**src/hdl/safe_stop_monitor_consts.svh**
```systemverilog
// constants and overview for the single-axis safe stop monitor
`ifndef SAFE_STOP_MONITOR_CONSTS_SVH
`define SAFE_STOP_MONITOR_CONSTS_SVH
`define SSM_CLK_HZ        125000000
`define SSM_MON_TICK_NS   2000000
`define SSM_MON_TICK_CYC  ((`SSM_MON_TICK_NS / 8) > 0 ? (`SSM_MON_TICK_NS / 8) : 1)
`define SSM_POS_W         32
`define SSM_DLY_W         16
`define SSM_FB_TICKS      1
// synchroniser reset matches idle pins: link alive, functions deselected
`define SSM_SYNC_RST      8'h22
`endif

```
**src/hdl/safe_stop_monitor_pkg.sv**
```systemverilog
// types of the safe stop monitor
package safe_stop_monitor_pkg;
	typedef enum logic [1:0] {
		PATH_IDLE,
		PATH_WAIT,
		PATH_CHECK,
		PATH_FAULT
	} path_st_t;

	typedef struct packed {
		logic cancel_req;
		logic brake_en;
		logic feedback;
	} path_in_t;

	typedef struct packed {
		logic pulses_off;
		logic brake_on;
		logic fb_ok;
		logic fb_fault;
	} path_out_t;

	typedef enum logic [1:0] {
		SEL_OFF,
		SEL_REDUCED,
		SEL_DELAY,
		SEL_STOP
	} sel_st_t;
endpackage

```
**src/hdl/shutdown_path.sv**
```systemverilog
// one pulse-cancellation shutdown path with feedback check and brake control
`timescale 1ns/1ps
`default_nettype none
module shutdown_path
	import safe_stop_monitor_pkg::*;
(
	// clock and reset
	input  wire logic      mclk_i,
	input  wire logic      rst_i,
	input  wire logic      tick_i,
	// path control
	input  wire path_in_t  ctl_i,
	output path_out_t      stat_o
);
	typedef struct packed {
		path_st_t  st;
		logic      armed;
		path_out_t o;
	} sp_state_t;

	sp_state_t cur_ff;
	sp_state_t nxt_cur;

	always_comb begin
		nxt_cur = cur_ff;
		nxt_cur.o.brake_on = ctl_i.cancel_req & ctl_i.brake_en;
		case (cur_ff.st)
			PATH_IDLE: begin
				nxt_cur.o.fb_ok = 1'b0;
				nxt_cur.armed   = 1'b0;
				if (ctl_i.cancel_req) begin
					nxt_cur.o.pulses_off = 1'b1;
					nxt_cur.st           = PATH_WAIT;
				end else begin
					nxt_cur.o.pulses_off = 1'b0;
				end
			end
			PATH_WAIT: begin
				// a full monitoring cycle covers stage lag and the feedback synchroniser
				if (tick_i && cur_ff.armed)
					nxt_cur.st = PATH_CHECK;
				else if (tick_i)
					nxt_cur.armed = 1'b1;
			end
			PATH_CHECK: begin
				if (ctl_i.feedback) begin
					nxt_cur.o.fb_ok = 1'b1;
				end else begin
					nxt_cur.o.fb_fault = 1'b1;
				end
				nxt_cur.st = PATH_FAULT;
			end
			PATH_FAULT: begin
				if (!ctl_i.cancel_req) begin
					nxt_cur.st           = PATH_IDLE;
					nxt_cur.o.pulses_off = 1'b0;
					nxt_cur.o.fb_ok      = 1'b0;
					nxt_cur.o.fb_fault   = 1'b0;
				end
			end
			default: nxt_cur.st = PATH_IDLE;
		endcase
	end

	always_ff @(posedge mclk_i or posedge rst_i) begin
		if (rst_i)
			cur_ff <= '0;
		else
			cur_ff <= nxt_cur;
	end

	assign stat_o = cur_ff.o;

	property p_fb_after_tick;
		@(posedge mclk_i) disable iff (rst_i)
			(cur_ff.st == PATH_WAIT && cur_ff.armed && tick_i) |=> ##1 (stat_o.fb_ok | stat_o.fb_fault);
	endproperty
	a_fb_after_tick: assert property (p_fb_after_tick) else $error("feedback not checked");

	property p_brake;
		@(posedge mclk_i) disable iff (rst_i)
			(ctl_i.cancel_req && ctl_i.brake_en) |=> stat_o.brake_on;
	endproperty
	a_brake: assert property (p_brake) else $error("brake not applied");
endmodule // shutdown_path
`default_nettype wire

```
**src/hdl/safe_stop_monitor.sv**
```systemverilog
// safe stop monitor: two shutdown paths, test stop and operating stop selection
`timescale 1ns/1ps
`default_nettype none
`include "safe_stop_monitor_consts.svh"
module safe_stop_monitor
	import safe_stop_monitor_pkg::*;
#(
	parameter int POS_W = `SSM_POS_W,
	parameter int DLY_W = `SSM_DLY_W,
	parameter int TICK_CYC = `SSM_MON_TICK_CYC
)(
	// clock and reset
	input  wire logic             mclk_i,
	input  wire logic             rst_i,
	// shutdown requests
	input  wire logic             cu_cancel_req_i,
	input  wire logic             pm_cancel_req_i,
	input  wire logic             ctrl_link_ok_i,
	input  wire logic             cu_brake_ctrl_enable_i,
	input  wire logic             pm_brake_ctrl_enable_i,
	input  wire logic             cu_feedback_i,
	input  wire logic             pm_feedback_i,
	input  wire logic             test_stop_safety_input_i,
	// operating stop selection
	input  wire logic             combined_deselect_i,
	input  wire logic             stop_deselect_i,
	input  wire logic             internal_stop_cde_i,
	input  wire logic [1:0]       reduced_stage_i,
	input  wire logic [DLY_W-1:0] changeover_delay_drive_i,
	input  wire logic [POS_W-1:0] standstill_window_drive_i,
	input  wire logic [POS_W-1:0] actual_position_i,
	// outputs
	output logic                  cu_pulses_off_o,
	output logic                  pm_pulses_off_o,
	output logic                  cu_brake_o,
	output logic                  pm_brake_o,
	output logic                  feedback_fault_o,
	output logic                  pulses_cancelled_safety_output_o,
	output logic                  test_running_o,
	output logic                  safe_operating_stop_active_o,
	output logic [1:0]            reduced_stage_safety_output_o,
	output logic                  stop_b_request_o,
	output logic                  stop_a_request_o,
	output logic                  standstill_violation_fault_o
);
	if (TICK_CYC < 1 || POS_W < 2 || DLY_W < 1) begin : g_bad_params
		$error("safe_stop_monitor: bad parameters");
	end

	// pin synchronisers: two flops, only second stage read
	localparam int NSYNC = 8;
	logic [NSYNC-1:0] raw_in;
	logic [NSYNC-1:0] sync1_ff;
	logic [NSYNC-1:0] sync2_ff;
	assign raw_in = {cu_cancel_req_i, pm_cancel_req_i, ctrl_link_ok_i, cu_feedback_i,
	                 pm_feedback_i, test_stop_safety_input_i, combined_deselect_i, stop_deselect_i};
	always_ff @(posedge mclk_i or posedge rst_i) begin
		if (rst_i) begin
			sync1_ff <= `SSM_SYNC_RST;
			sync2_ff <= `SSM_SYNC_RST;
		end else begin
			sync1_ff <= raw_in;
			sync2_ff <= sync1_ff;
		end
	end
	logic s_cu_req;
	logic s_pm_req;
	logic s_link_ok;
	logic s_cu_fb;
	logic s_pm_fb;
	logic s_test;
	logic s_comb;
	logic s_stopdes;
	assign {s_cu_req, s_pm_req, s_link_ok, s_cu_fb, s_pm_fb, s_test, s_comb, s_stopdes} = sync2_ff;

	typedef struct packed {
		logic [31:0]      tick_cnt;
		logic             tick;
		logic             test_run;
		logic             test_prev;
		sel_st_t          sel;
		logic             was_reduced;
		logic [DLY_W-1:0] dly_cnt;
		logic [POS_W-1:0] pos_latch;
		logic             violation;
		logic             stop_b;
		logic             stop_a;
	} top_state_t;

	top_state_t st_ff;
	top_state_t nxt_st;

	path_in_t  cu_in;
	path_in_t  pm_in;
	path_out_t cu_out;
	path_out_t pm_out;

	// test stop drives both paths at once, independent of standard cancellation
	always_comb begin
		cu_in.cancel_req = s_cu_req | st_ff.test_run | st_ff.stop_a;
		cu_in.brake_en   = cu_brake_ctrl_enable_i;
		cu_in.feedback   = s_cu_fb;
		pm_in.cancel_req = s_pm_req | ~s_link_ok | st_ff.test_run | st_ff.stop_a;
		pm_in.brake_en   = pm_brake_ctrl_enable_i;
		pm_in.feedback   = s_pm_fb;
	end

	shutdown_path u_cu_path (
		.mclk_i (mclk_i),
		.rst_i  (rst_i),
		.tick_i (st_ff.tick),
		.ctl_i  (cu_in),
		.stat_o (cu_out)
	);

	shutdown_path u_pm_path (
		.mclk_i (mclk_i),
		.rst_i  (rst_i),
		.tick_i (st_ff.tick),
		.ctl_i  (pm_in),
		.stat_o (pm_out)
	);

	logic             eff_comb;
	logic             eff_stopdes;
	logic [POS_W-1:0] dev;

	always_comb begin
		nxt_st = st_ff;
		// monitoring tick divider
		if (st_ff.tick_cnt >= 32'(TICK_CYC - 1)) begin
			nxt_st.tick_cnt = 32'h0000_0000;
			nxt_st.tick     = 1'b1;
		end else begin
			nxt_st.tick_cnt = st_ff.tick_cnt + 32'h0000_0001;
			nxt_st.tick     = 1'b0;
		end
		// test stop: rising edge of the shared drive safety input starts it
		nxt_st.test_prev = s_test;
		if (s_test && !st_ff.test_prev)
			nxt_st.test_run = 1'b1;
		else if (!s_test)
			nxt_st.test_run = 1'b0;
		// selection decode, internal C/D/E forces both inputs low
		eff_comb    = s_comb & ~internal_stop_cde_i;
		eff_stopdes = s_stopdes & ~internal_stop_cde_i;
		dev = (actual_position_i >= st_ff.pos_latch) ? actual_position_i - st_ff.pos_latch
		                                             : st_ff.pos_latch - actual_position_i;
		case (st_ff.sel)
			SEL_OFF: begin
				nxt_st.was_reduced = 1'b0;
				if (!eff_comb && eff_stopdes) begin
					nxt_st.sel = SEL_REDUCED;
				end else if (!eff_comb) begin
					nxt_st.sel       = SEL_STOP;
					nxt_st.pos_latch = actual_position_i;
					nxt_st.stop_b    = 1'b1;
				end
			end
			SEL_REDUCED: begin
				nxt_st.was_reduced = 1'b1;
				if (eff_comb) begin
					nxt_st.sel = SEL_OFF;
				end else if (!eff_stopdes) begin
					nxt_st.sel     = SEL_DELAY;
					nxt_st.dly_cnt = changeover_delay_drive_i;
				end
			end
			SEL_DELAY: begin
				if (eff_comb) begin
					nxt_st.sel = SEL_OFF;
				end else if (eff_stopdes) begin
					nxt_st.sel = SEL_REDUCED;
				end else if (st_ff.tick) begin
					if (st_ff.dly_cnt == '0) begin
						nxt_st.sel       = SEL_STOP;
						nxt_st.pos_latch = actual_position_i;
					end else begin
						nxt_st.dly_cnt = st_ff.dly_cnt - 1'b1;
					end
				end
			end
			SEL_STOP: begin
				if (eff_comb) begin
					nxt_st.sel = SEL_OFF;
				end else if (eff_stopdes) begin
					nxt_st.sel = SEL_REDUCED;
				end else if (st_ff.tick && dev > standstill_window_drive_i) begin
					nxt_st.violation = 1'b1;
					nxt_st.stop_b    = 1'b1;
				end
			end
			default: nxt_st.sel = SEL_OFF;
		endcase
		// stop B hands over to stop A on the next monitoring tick
		if (st_ff.stop_b && st_ff.tick)
			nxt_st.stop_a = 1'b1;
		if (eff_comb && !st_ff.violation) begin
			nxt_st.stop_b = 1'b0;
			nxt_st.stop_a = 1'b0;
		end
	end

	always_ff @(posedge mclk_i or posedge rst_i) begin
		if (rst_i)
			st_ff <= '0;
		else
			st_ff <= nxt_st;
	end

	always_comb begin
		cu_pulses_off_o                  = cu_out.pulses_off;
		pm_pulses_off_o                  = pm_out.pulses_off;
		cu_brake_o                       = cu_out.brake_on;
		pm_brake_o                       = pm_out.brake_on;
		feedback_fault_o                 = cu_out.fb_fault | pm_out.fb_fault;
		pulses_cancelled_safety_output_o = cu_out.fb_ok & pm_out.fb_ok;
		test_running_o                   = st_ff.test_run;
		safe_operating_stop_active_o     = (st_ff.sel == SEL_STOP);
		reduced_stage_safety_output_o    = (st_ff.sel == SEL_REDUCED) ? reduced_stage_i : 2'h0;
		stop_b_request_o                 = st_ff.stop_b;
		stop_a_request_o                 = st_ff.stop_a;
		standstill_violation_fault_o     = st_ff.violation;
	end

	property p_test_both_paths;
		@(posedge mclk_i) disable iff (rst_i)
			test_running_o |=> (cu_pulses_off_o && pm_pulses_off_o);
	endproperty
	a_test_both_paths: assert property (p_test_both_paths) else $error("test stop missed a path");

	property p_link_loss;
		@(posedge mclk_i) disable iff (rst_i)
			!s_link_ok |=> pm_pulses_off_o;
	endproperty
	a_link_loss: assert property (p_link_loss) else $error("no torque off on link loss");

	property p_decode_off;
		@(posedge mclk_i) disable iff (rst_i)
			(eff_comb && st_ff.sel != SEL_OFF) |=> !safe_operating_stop_active_o;
	endproperty
	a_decode_off: assert property (p_decode_off) else $error("combined deselect ignored");

	property p_reduced_off;
		@(posedge mclk_i) disable iff (rst_i)
			(st_ff.sel == SEL_STOP && !eff_comb && eff_stopdes) |=> st_ff.sel == SEL_REDUCED;
	endproperty
	a_reduced_off: assert property (p_reduced_off) else $error("reduced speed kept stop");

	property p_delay_first;
		@(posedge mclk_i) disable iff (rst_i)
			(st_ff.sel == SEL_REDUCED && !eff_comb && !eff_stopdes) |=> !safe_operating_stop_active_o;
	endproperty
	a_delay_first: assert property (p_delay_first) else $error("stop active before delay");

	property p_violation;
		@(posedge mclk_i) disable iff (rst_i)
			(st_ff.sel == SEL_STOP && st_ff.tick && !eff_comb && !eff_stopdes
			 && dev > standstill_window_drive_i) |=> (standstill_violation_fault_o && stop_b_request_o);
	endproperty
	a_violation: assert property (p_violation) else $error("violation not flagged");

	property p_stage;
		@(posedge mclk_i) disable iff (rst_i)
			(st_ff.sel != SEL_REDUCED) |-> reduced_stage_safety_output_o == 2'h0;
	endproperty
	a_stage: assert property (p_stage) else $error("stage shown outside reduced speed");

	property p_test_flag;
		@(posedge mclk_i) disable iff (rst_i)
			(s_test && !st_ff.test_prev) |=> test_running_o;
	endproperty
	a_test_flag: assert property (p_test_flag) else $error("test flag missing");

	property p_test_end;
		@(posedge mclk_i) disable iff (rst_i)
			!s_test |=> !test_running_o;
	endproperty
	a_test_end: assert property (p_test_end) else $error("test flag outlived input");

	property p_test_indep;
		@(posedge mclk_i) disable iff (rst_i)
			(test_running_o && !s_cu_req) |=> cu_pulses_off_o;
	endproperty
	a_test_indep: assert property (p_test_indep) else $error("test stop needs standard request");

	property p_cu_cancel;
		@(posedge mclk_i) disable iff (rst_i)
			s_cu_req |=> cu_pulses_off_o;
	endproperty
	a_cu_cancel: assert property (p_cu_cancel) else $error("cu request not cancelling");

	property p_pm_cancel;
		@(posedge mclk_i) disable iff (rst_i)
			s_pm_req |=> pm_pulses_off_o;
	endproperty
	a_pm_cancel: assert property (p_pm_cancel) else $error("pm request not cancelling");

	property p_cde_reduced;
		@(posedge mclk_i) disable iff (rst_i)
			(internal_stop_cde_i && st_ff.sel == SEL_REDUCED) |=> st_ff.sel == SEL_DELAY;
	endproperty
	a_cde_reduced: assert property (p_cde_reduced) else $error("internal stop did not force change");

	property p_cde_hold;
		@(posedge mclk_i) disable iff (rst_i)
			(internal_stop_cde_i && st_ff.sel == SEL_STOP) |=> safe_operating_stop_active_o;
	endproperty
	a_cde_hold: assert property (p_cde_hold) else $error("internal stop released operating stop");

	property p_direct_stop;
		@(posedge mclk_i) disable iff (rst_i)
			(st_ff.sel == SEL_OFF && !eff_comb && !eff_stopdes) |=> (safe_operating_stop_active_o && stop_b_request_o);
	endproperty
	a_direct_stop: assert property (p_direct_stop) else $error("direct selection without stop b");

	property p_stop_a;
		@(posedge mclk_i) disable iff (rst_i)
			(stop_b_request_o && st_ff.tick && !eff_comb) |=> stop_a_request_o;
	endproperty
	a_stop_a: assert property (p_stop_a) else $error("stop a did not follow stop b");

	property p_delay_load;
		@(posedge mclk_i) disable iff (rst_i)
			(st_ff.sel == SEL_REDUCED && !eff_comb && !eff_stopdes) |=> st_ff.dly_cnt == $past(changeover_delay_drive_i);
	endproperty
	a_delay_load: assert property (p_delay_load) else $error("changeover delay not loaded");

	property p_delay_hold;
		@(posedge mclk_i) disable iff (rst_i)
			(st_ff.sel == SEL_DELAY && !(st_ff.tick && st_ff.dly_cnt == '0)) |=> !safe_operating_stop_active_o;
	endproperty
	a_delay_hold: assert property (p_delay_hold) else $error("stop active before delay expired");

	property p_latch;
		@(posedge mclk_i) disable iff (rst_i)
			(st_ff.sel == SEL_DELAY && st_ff.tick && st_ff.dly_cnt == '0 && !eff_comb && !eff_stopdes)
			|=> (safe_operating_stop_active_o && st_ff.pos_latch == $past(actual_position_i));
	endproperty
	a_latch: assert property (p_latch) else $error("position not latched at activation");

	property p_window_ok;
		@(posedge mclk_i) disable iff (rst_i)
			(st_ff.sel == SEL_STOP && st_ff.tick && dev <= standstill_window_drive_i && !st_ff.violation)
			|=> !standstill_violation_fault_o;
	endproperty
	a_window_ok: assert property (p_window_ok) else $error("violation inside window");

	property p_violation_sticky;
		@(posedge mclk_i) disable iff (rst_i)
			standstill_violation_fault_o |=> standstill_violation_fault_o;
	endproperty
	a_violation_sticky: assert property (p_violation_sticky) else $error("violation alarm dropped");
endmodule // safe_stop_monitor
`default_nettype wire

```
**config.mk**
```make
export PLATFORM = sky130hd
export DESIGN_NAME = safe_stop_monitor
export DESIGN_NICKNAME = d
export VERILOG_FILES = /design/src/hdl/safe_stop_monitor_pkg.sv /design/src/hdl/shutdown_path.sv /design/src/hdl/safe_stop_monitor.sv
export VERILOG_INCLUDE_DIRS = /design/src /design/src/hdl
export SDC_FILE = /design/constraint.sdc
export NUM_CORES = 1
export LEC_CHECK = 0
export ABC_AREA = 1
export BUFFER_PORTS_ARGS = -buffer_cell sky130_fd_sc_hd__buf_4
export CAP_MARGIN = 20
export CELL_PAD_IN_SITES_DETAIL_PLACEMENT = 1
export CELL_PAD_IN_SITES_GLOBAL_PLACEMENT = 1
export CORE_MARGIN = 1.5
export CORE_UTILIZATION = 25
export CTS_BUF_LIST = sky130_fd_sc_hd__clkbuf_8
export DETAILED_ROUTE_END_ITERATION = 6
export PLACE_DENSITY = 0.59
export SETUP_SLACK_MARGIN = 0.02
export SLEW_MARGIN = 40
export SYNTH_ARGS = -nofsm -noshare
export SYNTH_HDL_FRONTEND = slang
export SYNTH_SLANG_ARGS = --single-unit
export TNS_END_PERCENT = 20
```
**constraint.sdc**
```tcl
create_clock -name mclk_i -period 8.03 [get_ports mclk_i]
set_clock_uncertainty 0.15 [all_clocks]
set_input_delay 0.4015 -clock mclk_i [delete_from_list [all_inputs] [get_ports mclk_i]]
set_output_delay 0.4015 -clock mclk_i [all_outputs]
set_load 0.01 [all_outputs]
```
==> results of run 1 <==
-- per-stage QoR --
stage	area (um2)	total power, mW	setup slack (ns)
finish	12290	4.682	3.466
global route	12290	5.253	3.021
CTS	12290	4.733	3.507
detailed placement	11750	4.128	3.314
global placement	11740	4.047	3.426
floorplan	10400	3.213	4.356
-- path summary, 6_finish.rpt --
kind,slack (ns),start,end,cells after the start
max,3.47,st_ff[3],stop_b_request_o,25
min,0.06,actual_position_i[31],st_ff[34],3
max reg2reg,3.47,st_ff[3],stop_b_request_o,25
min reg2reg,0.21,sync1_ff[0],sync2_ff[0],0
max in group asynchronous,6.22,rst_i,st_ff[68],4
min in group asynchronous,0.47,rst_i,st_ff[46],3
-- critical path: stages, from the launching register on --
cell	delay, ns
dfrtp_1	0.39
ha_1	0.23
inv_1	0.07
fa_1	0.42
inv_1	0.11
o21ai_2	0.09
a21o_1	0.25
nand2_1	0.09
nand2_2	0.07
nand2_2	0.08
nand3_4	0.28
inv_2	0.48
nand2_1	0.10
nand2_1	0.08
inv_1	0.04
ha_1	0.28
nand2_1	0.09
nor2_1	0.06
nand4_1	0.10
nor2_1	0.07
a21oi_1	0.51
nand3_1	0.14
nand2_1	0.11
nand2_1	0.05
nand2_1	0.06
nand2_1	0.05
-- registers in the layout, indices dropped and copies added, names as in the netlist, 3 cells and up --
register	flops
st_ff	84
sync1_ff	8
sync2_ff	8
u_cu_path.cur_ff	3
u_cu_path.stat_o	4
u_pm_path.cur_ff	3
u_pm_path.stat_o	4
-- placed cells by master, fill, tap and decap left out, types with 6 or more instances in the layout --
master,netlist,layout
inv_1,266,266
nand3_1,48,48
a21o_1,6,6
nand4_1,10,10
clkinv_4,0,6
o21ai_0,82,82
o21a_1,7,7
buf_4,2,109
o21ai_1,48,48
nor3_1,21,21
inv_2,6,6
clkbuf_8,0,17
nand2_1,416,416
nor2_1,139,139
xor2_1,35,35
or2_2,7,7
dfrtp_1,114,114
nand2_2,6,6
ha_1,109,109
xnor2_1,7,7
o211ai_1,11,11
nor4_1,6,6
a21oi_1,115,115
nor2_2,6,6
dlygate4sd3_1,0,14
conb_1,1,14
-- power by group through the flow --
stage                     combinational, mW  clock (mW)  sequential [mW]
after floorplan                        2.35           0            0.866
after global placement                 3.15           0            0.895
after detailed placement               3.22           0            0.903
after CTS                              3.24       0.596            0.893
after global routing                   3.72       0.619            0.917
final                                  3.22       0.573            0.891
-- routing by layer --
metal / GRT usage / up-vias / part of all wire
li1: - / 5146 / -
met1: 0.2171 / 4686 / 0.49
met3: 0.02617 / 19 / 0.029
met2: 0.2753 / 118 / 0.47
met4: 0.03520 / 2 / 0.0091
met5: 0 / - / 0.00050
-- layout make-up --
| type | count | area share |
|---|---|---|
| multi-input combinational | 1140 | 0.5099 |
| inverter | 273 | 0.08357 |
| clock inverter | 15 | 0.01384 |
| sequential | 118 | 0.2406 |
| timing repair buffer | 124 | 0.07889 |
| tap | 532 | 0.05415 |
| clock buffer | 17 | 0.01903 |
-- logic make-up after synthesis --
family | count (synthesis)
XOR/XNOR | 42
AO/OA/AOI/OAI | 296
flip-flops | 118
other | 1
AND/OR/NAND/NOR | 677
adder cells (fa/ha/maj) | 111
buffers and inverters | 302
==> impl_metrics.csv, run 1 <==
group,metric,value,unit
clocking,cts.sink_count,118,
logic_synthesis,yosysTopAreaCellShare,0.2757,
clocking,root_buffer,"clkbuf_8",
global_routing,antenna_found_initial,1,
power,ir_drop,0.1224,mV
outcome,status,"finished clean",
place,placedCellCount,2173,
power,internal-power,2.145,mW
power,p_sw_frac,0.5419,
drt,ant_nets,0,
layout,multi_input_comb_area,6267,um2
drt,via_per_inst,4.493,
logic_synthesis,yosysWarnings,0,
sta,worstMarginPinSlew,0.7209,ns
layout,fin_nets,1880,
logic_synthesis,synth_xor_area_frac,0.03555,
logic_synthesis,synthArstFlopShare,1.000,
logic_synthesis,synthSimpleGateAreaFrac,0.2713,
global_routing,grt_usage,0.1630,
clocking,ctsHoldBuffers,14,
sta,min_period,4.564,ns
logic_synthesis,syn_avg_cell_area,6.688,um2
logic_synthesis,synth_area_leader_cell,"dfrtp_1",
logic_synthesis,seq_area_frac_synth,0.2859,
place,gp_congestion,0.8526,
min_path,hold_path.class,"input port to flop",
setup_path,crit_fanout,34,
floorplanning,coreArea,40830,um2
layout,layout-drive-gt1-share,0.1085,
floorplanning,fp.dieH,206.4,um
logic_synthesis,ys_top_cells_by_area,"dfrtp_1, nand2_1, ha_1",
logic_synthesis,synth_edf_count,0,
clocking,numCtsBuffers,17,
global_routing,grt_overflow,0,
sta,hold_viol,0,
drt,vias,9971,
sta,period_share,0.5683,
floorplanning,start_util,0.2534,
power,p_leak,6.469,nW
logic_synthesis,yosysUniqueCellTypes,51,
sta,finalMaxSlewViolations,0,
power,power_switching,2.537,mW
setup_path,critPathKind,"flop to flop",
sta,whs,0.06291,ns
clocking,cts_buffer_depth,2,
drt,drc,0,
flow_run,drv_cap,0,
power,sequentialPowerShare,0.190,
drt,wl_per_cell,15.18,um
power,power_frac_clock,0.122,
logic_synthesis,syn_inst,1547,
logic_synthesis,ys_seq_elements,118,
power,cellPowerDensity,380.9,nW/um2
floorplanning,die_area,42610,um2
layout,final_cells,2219,
sta,finalSetupViolCount,0,
floorplanning,rows,74,
layout,area_growth_syn_to_layout,18.81,%
logic_synthesis,synthFlopType,"dfrtp_1",
sta,fin_tns_setup,0,ns
layout,postLayoutCoreUtil,0.3010,
logic_synthesis,synth_fa_ha_area_frac,0.1357,
place,io_buffers,107,
drt,wirelength,33.68,mm
sta,rsz0062_at_grt,"no",
layout,diodes,0,
layout,fillers,5188,
sta,maxSlewHeadroom,0.5194,
setup_path,cp-start-kind,"flop",
clocking,clk_pin_slew,0.09,ns
logic_synthesis,synth_compound_area_frac,0.1571,
clocking,htree_levels,4,
logic_synthesis,synth.most_common_cell,"nand2_1",
setup_path,critPathArrivalTime,4.78,ns
drt,firstDrtPassIters,5,
global_routing,grt_pass1_vias,10349,
floorplanning,die_w,206.4,um
logic_synthesis,synth_top_family_by_area,"simple AND/OR/NAND/NOR gates",
global_routing,grt_pass1_wl,54.30,mm
floorplanning,io_pins,108,
layout,seqCellArea,2958,um2
clocking,cts_resized,0,
clocking,cts_tree,"yes",
logic_synthesis,syn_area,10350,um2
clocking,post-cts-setup-buffers,0,
logic_synthesis,ys_top_cells_by_count,"nand2_1, inv_1, nor2_1",
drt,drt_iter0_drc,370,
sta,fmax,0.2191,GHz
global_routing,grt_max_degree,66,
logic_synthesis,synth.area.mux_share,0,
setup_path,required,8.24,ns
clocking,clock_latency,0.47,ns
setup_path,cp-end-kind,"flop",
place,hpwl,28.34,mm
power,comb_power_share,0.687,
Note: power is estimated with default switching activity, not from simulation.
==> inputs of run 2 (changes only) <==
- clock period: 8.03 -> 4.25 ns (I/O delays scaled with it)
==> run 2 against run 1 <==
Net effect: routed wire length rose by 2.8%; sequential share of layout area shrank 1.4 points; critical endpoint unchanged; die area is the same; first-iteration DRC count fell by 9.2%; non-clock buffer count grew 65; final cell count rose by 3.0%.
==> impl_metrics.csv, run 2 (synthesized netlist as in run 1, its figures left out) <==
group,metric,value,unit
power,cellPowerDensity,703.4,nW/um2
clocking,numCtsBuffers,17,
clocking,clk_pin_slew,0.07,ns
sta,hold_viol,0,
layout,finish.instance_area,13040,um2
drt,firstDrtPassIters,4,
global_routing,antenna_found_initial,1,
floorplanning,rows,74,
sta,finalMaxSlewViolations,0,
clocking,cts.sink_count,118,
drt,drt_iter0_drc,336,
clocking,cts_tree,"yes",
place,hpwl,28.91,mm
clocking,clock_latency,0.47,ns
sta,maxSlewHeadroom,0.5430,
layout,final_common_cell,"nand2_1",
layout,area_growth_syn_to_layout,26.06,%
power,ir_drop,0.2132,mV
place,pre_cts_ws,-0.001935,ns
sta,worstMarginPinSlew,0.6793,ns
floorplanning,coreArea,40830,um2
power,power_switching,4.918,mW
setup_path,critPathKind,"input port to flop",
sta,fmax,0.2503,GHz
layout,fillers,5147,
power,sequentialPowerShare,0.185,
floorplanning,fp.dieH,206.4,um
drt,ant_nets,0,
layout,largest_register_ffs,84,
sta,period_share,0.9402,
setup_path,required,4.45,ns
layout,mostFrequentLayoutCells,"nand2_1, inv_1, nor2_1",
power,power_frac_clock,0.116,
layout,regMostFlops,"st_ff",
global_routing,grt_usage,0.1676,
floorplanning,start_util,0.2534,
setup_path,critPathArrivalTime,4.19,ns
clocking,cts_buffer_depth,2,
drt,vias,10268,
power,p_sw_frac,0.5361,
floorplanning,io_pins,108,
setup_path,cp-start-kind,"input port",
sta,finalSetupViolCount,0,
clocking,root_buffer,"clkbuf_8",
clocking,htree_levels,4,
sta,min_period,3.996,ns
min_path,hold_path.class,"input port to flop",
sta,setup_slack,0.2542,ns
sta,whs,0.03750,ns
floorplanning,die_w,206.4,um
drt,wl_per_cell,15.15,um
global_routing,grt_max_degree,67,
place,gp_congestion,0.8478,
flow_run,drv_cap,0,
power,internal-power,4.256,mW
sta,fin_tns_setup,0,ns
drt,via_per_inst,4.494,
global_routing,grt_overflow,0,
power,comb_power_share,0.700,
drt,drc,0,
power,p_leak,6.729,nW
place,io_buffers,107,
global_routing,grt_pass1_wl,56.15,mm
layout,top_regs,"st_ff x84, sync1_ff x8, sync2_ff x8",
outcome,status,"finished clean",
layout,layout-drive-gt1-share,0.1416,
drt,wirelength,34.63,mm
layout,fin_nets,1945,
floorplanning,die_area,42610,um2
global_routing,grt_pass1_vias,10732,
setup_path,cp-end-kind,"flop",
place,place_area,11890,um2
setup_path,crit_fanout,5,
-- run 2: changes by cell type in the layout (fill, tap and decap cells not counted), moves of 9 or more --
| cell | change |
|---|---|
| dlygate4sd3_1 | +44 |
| buf_4 | +20 |
| ha_1 | -17 |
| ha_2 | +16 |
| a21oi_1 | -9 |
| a21oi_2 | +9 |
-- run 2: final timing paths --
check	start	to	slack [ns]	cells after the start
hold reg to reg	sync1_ff[0]	sync2_ff[0]	0.20	0
setup reg to reg	st_ff[5]	stop_b_request_o	0.27	22
min in group asynchronous	rst_i	st_ff[50]	0.22	3
hold / removal	changeover_delay_drive_i[14]	st_ff[49]	0.04	4
setup / recovery	actual_position_i[8]	stop_b_request_o	0.25	25
max in group asynchronous	rst_i	sync1_ff[5]	2.80	4
-- run 2: through the flow --
step,instances,util,power [mW]
floorplan,1560,-,6.071
global placement,2192,0.2911,7.784
detailed placement,2192,0.2912,7.936
CTS,2282,0.3151,9.101
global route,2285,0.3194,10.26
finish,2285,0.3194,9.175
-- run 2: metal layers --
layer	routed length, um	vias to the layer above	GRT usage	share of wire
li1	-	5267	-	-
met1	16770	4865	0.2264	0.48
met2	16650	113	0.2860	0.48
met3	815	23	0.01734	0.024
met4	391	0	0.03753	0.011
met5	0	-	0	0
-- run 2: worst max-delay path, cell delays in order --
cell,delay (ns)
dlygate4sd3_1,0.56
buf_4,0.12
inv_1,0.05
ha_1,0.38
a21oi_1,0.21
a21boi_0,0.34
nand3_1,0.26
nand2_1,0.18
nand4_1,0.11
nand2_1,0.14
nand2_1,0.07
nand2_1,0.07
inv_1,0.04
ha_1,0.28
nand2_1,0.08
nor2_1,0.05
nand2_1,0.09
nor2_1,0.08
buf_4,0.13
a21oi_1,0.24
nand3_2,0.19
nand2_2,0.12
nand2_1,0.05
nand2_1,0.06
nand2_1,0.05
-- run 2: layout make-up --
cell class,instances,area [um2],area share
Clock buffer,17,234.0,0.01794
Sequential cell,118,2958,0.2268
Multi-Input combinational cell,1140,6401,0.4908
Antenna cell,1,2.502,0.0001919
Tap cell,532,665.6,0.05104
Clock inverter,15,158.9,0.01218
Inverter,273,1042,0.07991
Timing Repair Buffer,189,1580,0.1212
-- run 2: power by group through the flow --
stage,clock network (mW),registers [mW],logic [mW]
2_1_floorplan,0,1.64,4.43
3_3_place_gp,0,1.69,6.10
3_5_place_dp,0,1.71,6.23
4_1_cts,1.10,1.69,6.31
5_1_grt,1.14,1.74,7.38
6_report,1.06,1.69,6.42
-- run 2: what timing repair did --
item / in CTS / in global routing
gates resized for setup: 2 / 55
pin swaps: 0 / 1
setup endpoints to repair: 1 / 2
endpoints found under the hold margin: 119 / 0
setup buffers: 0 / 2
hold buffers: 58 / 0
==> inputs of run 3 (changes only) <==
- PLACE_DENSITY: 0.59 -> not set
- PLACE_DENSITY_LB_ADDON: not set -> 0.1
- SYNTH_HIERARCHICAL: not set -> 1
==> run 3 against run 2 <==
Net effect: final cell count increased by 0.70%; first-iteration DRC count grew 37%; design area unchanged; maximum frequency rose by 3.5%; synthesized cell count up 1.0%.
==> impl_metrics.csv, run 3 <==
group,metric,value,unit
power,p_leak,6.771,nW
drt,vias,10379,
floorplanning,coreArea,41760,um2
clocking,clock_latency,0.55,ns
setup_path,cp-start-kind,"flop",
power,internal-power,4.078,mW
sta,fmax,0.2591,GHz
drt,wirelength,36.48,mm
power,p_sw_frac,0.5337,
clocking,root_buffer,"clkbuf_8",
logic_synthesis,yosysWarnings,6,
drt,wl_per_cell,15.85,um
floorplanning,rows,75,
logic_synthesis,syn_avg_cell_area,6.746,um2
drt,drt_iter0_drc,461,
sta,rsz0062_at_grt,"no",
layout,diodes,0,
logic_synthesis,synth.most_common_cell,"nand2_1",
global_routing,grt_max_degree,65,
drt,via_per_inst,4.511,
clocking,clk_pin_slew,0.08,ns
logic_synthesis,yosysUniqueCellTypes,52,
clocking,cts_tree,"yes",
logic_synthesis,seq_area_frac_synth,0.2805,
flow_run,drv_cap,0,
sta,hold_viol,0,
floorplanning,die_w,208.4,um
power,power_switching,4.667,mW
logic_synthesis,synthFlopType,"dfrtp_1",
logic_synthesis,yosysTopAreaCellShare,0.2706,
logic_synthesis,synthArstFlopShare,1.000,
clocking,htree_levels,4,
sta,min_period,3.860,ns
power,p_total,8.745,mW
logic_synthesis,ys_seq_elements,118,
sta,fin_tns_setup,0,ns
layout,area_growth_syn_to_layout,23.70,%
place,io_buffers,107,
place,gp_congestion,0.8331,
clocking,cts_buffer_depth,2,
power,sequentialPowerShare,0.191,
logic_synthesis,syn_area,10540,um2
global_routing,antenna_found_initial,0,
sta,finalMaxSlewViolations,0,
setup_path,critPathArrivalTime,4.16,ns
setup_path,critPathKind,"flop to flop",
sta,finalSetupViolCount,0,
setup_path,cp-end-kind,"flop",
sta,period_share,0.9083,
floorplanning,start_util,0.2525,
power,cellPowerDensity,670.5,nW/um2
power,comb_power_share,0.680,
floorplanning,io_pins,108,
logic_synthesis,synth_area_leader_cell,"dfrtp_1",
global_routing,grt_pass1_vias,11044,
global_routing,grt_overflow,0,
layout,final_cells,2301,
logic_synthesis,ys_top_cells_by_count,"nand2_1, inv_1, nor2_1",
setup_path,required,4.55,ns
layout,final_common_cell,"nand2_1",
logic_synthesis,ys_top_cells_by_area,"dfrtp_1, nand2_1, ha_1",
logic_synthesis,synth_edf_count,0,
sta,maxSlewHeadroom,0.5159,
clocking,numCtsBuffers,17,
min_path,hold_path.class,"input port to flop",
power,power_frac_clock,0.129,
layout,fin_nets,1956,
global_routing,grt_pass1_wl,59.75,mm
drt,firstDrtPassIters,5,
setup_path,crit_fanout,6,
layout,largest_register_ffs,84,
logic_synthesis,syn_inst,1563,
place,placedCellCount,2208,
global_routing,grt_usage,0.1782,
floorplanning,fp.dieH,208.4,um
layout,layout-drive-gt1-share,0.1283,
floorplanning,die_area,43420,um2
layout,mostFrequentLayoutCells,"nand2_1, inv_1, nor2_1",
drt,ant_nets,0,
clocking,cts.sink_count,118,
place,hpwl,30.39,mm
power,ir_drop,0.2118,mV
layout,top_regs,"st_ff x84, sync1_ff x8, sync2_ff x8",
sta,worstMarginPinSlew,0.7261,ns
layout,regMostFlops,"st_ff",
drt,drc,0,
outcome,status,"finished clean",
[run 3: changes by cell type in the layout (fill, tap and decap cells not counted), sizes merged, moves of 8 or more]
cell	previous run	this run
nor2	148	140
nand2	422	436
nand4	11	23
nor3	22	14
[run 3: routing by layer]
layer | routed length, um | GRT usage | vias up
li1 | - | - | 5309
met1 | 18050 | 0.2359 | 4935
met2 | 16890 | 0.2930 | 103
met3 | 951 | 0.03426 | 32
met4 | 588 | 0.05235 | 0
met5 | 0 | 0 | -
[run 3: worst max-delay path, stage by stage, from the launching register on]
cell and delay, ns:
dfrtp_1 0.41, ha_1 0.47, nand2_1 0.24, nor2_4 0.22, nand2_1 0.15, nor2_1 0.25
o21ai_0 0.15, buf_4 0.18, nand2_1 0.06, nand2_1 0.04, nand2_1 0.06, nand2_1 0.05
nand2_1 0.07, inv_1 0.04, ha_1 0.26, nand2_1 0.05, nor2_1 0.14, nand2_1 0.12
nor2_1 0.18, nand2_1 0.07, nand2_1 0.09, nand3_1 0.08, nand2_1 0.08, nand2_1 0.05
nand2_1 0.06, nand2_1 0.05
[run 3: cell type report]
class	count	area, um2
fillers	5228	28720
well taps	539	674.4
flip-flops and latches	118	2958
multi-input cells	1147	6400
inverters	280	1059
clock inverters	14	162.7
repair buffers	185	1541
clock buffers	18	247.7
[run 3: kinds of logic (layout without fill, tap and decap cells)]
group           after synthesis  in the layout  synth area share
buf+inv                     311            497            0.1225
fa+ha+maj                   112            112            0.1343
xor+xnor                     39             39           0.03240
simple gates                687            687            0.2734
flops                       118            118            0.2805
other cells                   1             14         0.0003557
compound gates              295            295            0.1565
[run 3: power by group through the flow]
| stage | Clock [mW] | Sequential [mW] | Combinational, mW |
|---|---|---|---|
| after floorplan | 0 | 1.62 | 4.25 |
| after global placement | 0 | 1.68 | 5.85 |
| after detailed placement | 0 | 1.69 | 5.93 |
| after CTS | 1.20 | 1.67 | 6.01 |
| after global routing | 1.24 | 1.73 | 6.86 |
| final | 1.13 | 1.67 | 5.94 |
[run 3: what timing repair did]
item / 4_1_cts / 5_1_grt
gates resized for setup: 0 / 23
buffers inserted: 0 / 0
endpoints found under the hold margin: 120 / 0
hold buffers: 61 / 0
setup endpoints to repair: 0 / 1
[run 3: worst paths after layout]
check                                startpoint          endpoint  slack, ns  depth (start not counted)
worst max-delay path                  st_ff[23]  stop_b_request_o       0.39                         25
worst min-delay path            pm_cancel_req_i       sync1_ff[6]       0.16                          2
worst max register to register        st_ff[23]  stop_b_request_o       0.39                         25
worst min register to register      sync1_ff[2]       sync2_ff[2]       0.20                          0
max in group asynchronous                 rst_i         st_ff[28]       2.83                          4
min in group asynchronous                 rst_i       sync1_ff[3]       0.17                          3
[run 3: through the flow]
step,hold slack [ns],instance area (um2),worst slack [ns],utilization
2_1_floorplan,-0.1341,10590,0.8957,-
3_3_place_gp,0.05903,11960,0.2652,0.2865
3_5_place_dp,0.05884,11960,0.2748,0.2865
4_1_cts,0.08076,12980,0.2476,0.3109
5_1_grt,0.1183,13040,0.02161,0.3123
6_report,0.1593,13040,0.3898,0.3123
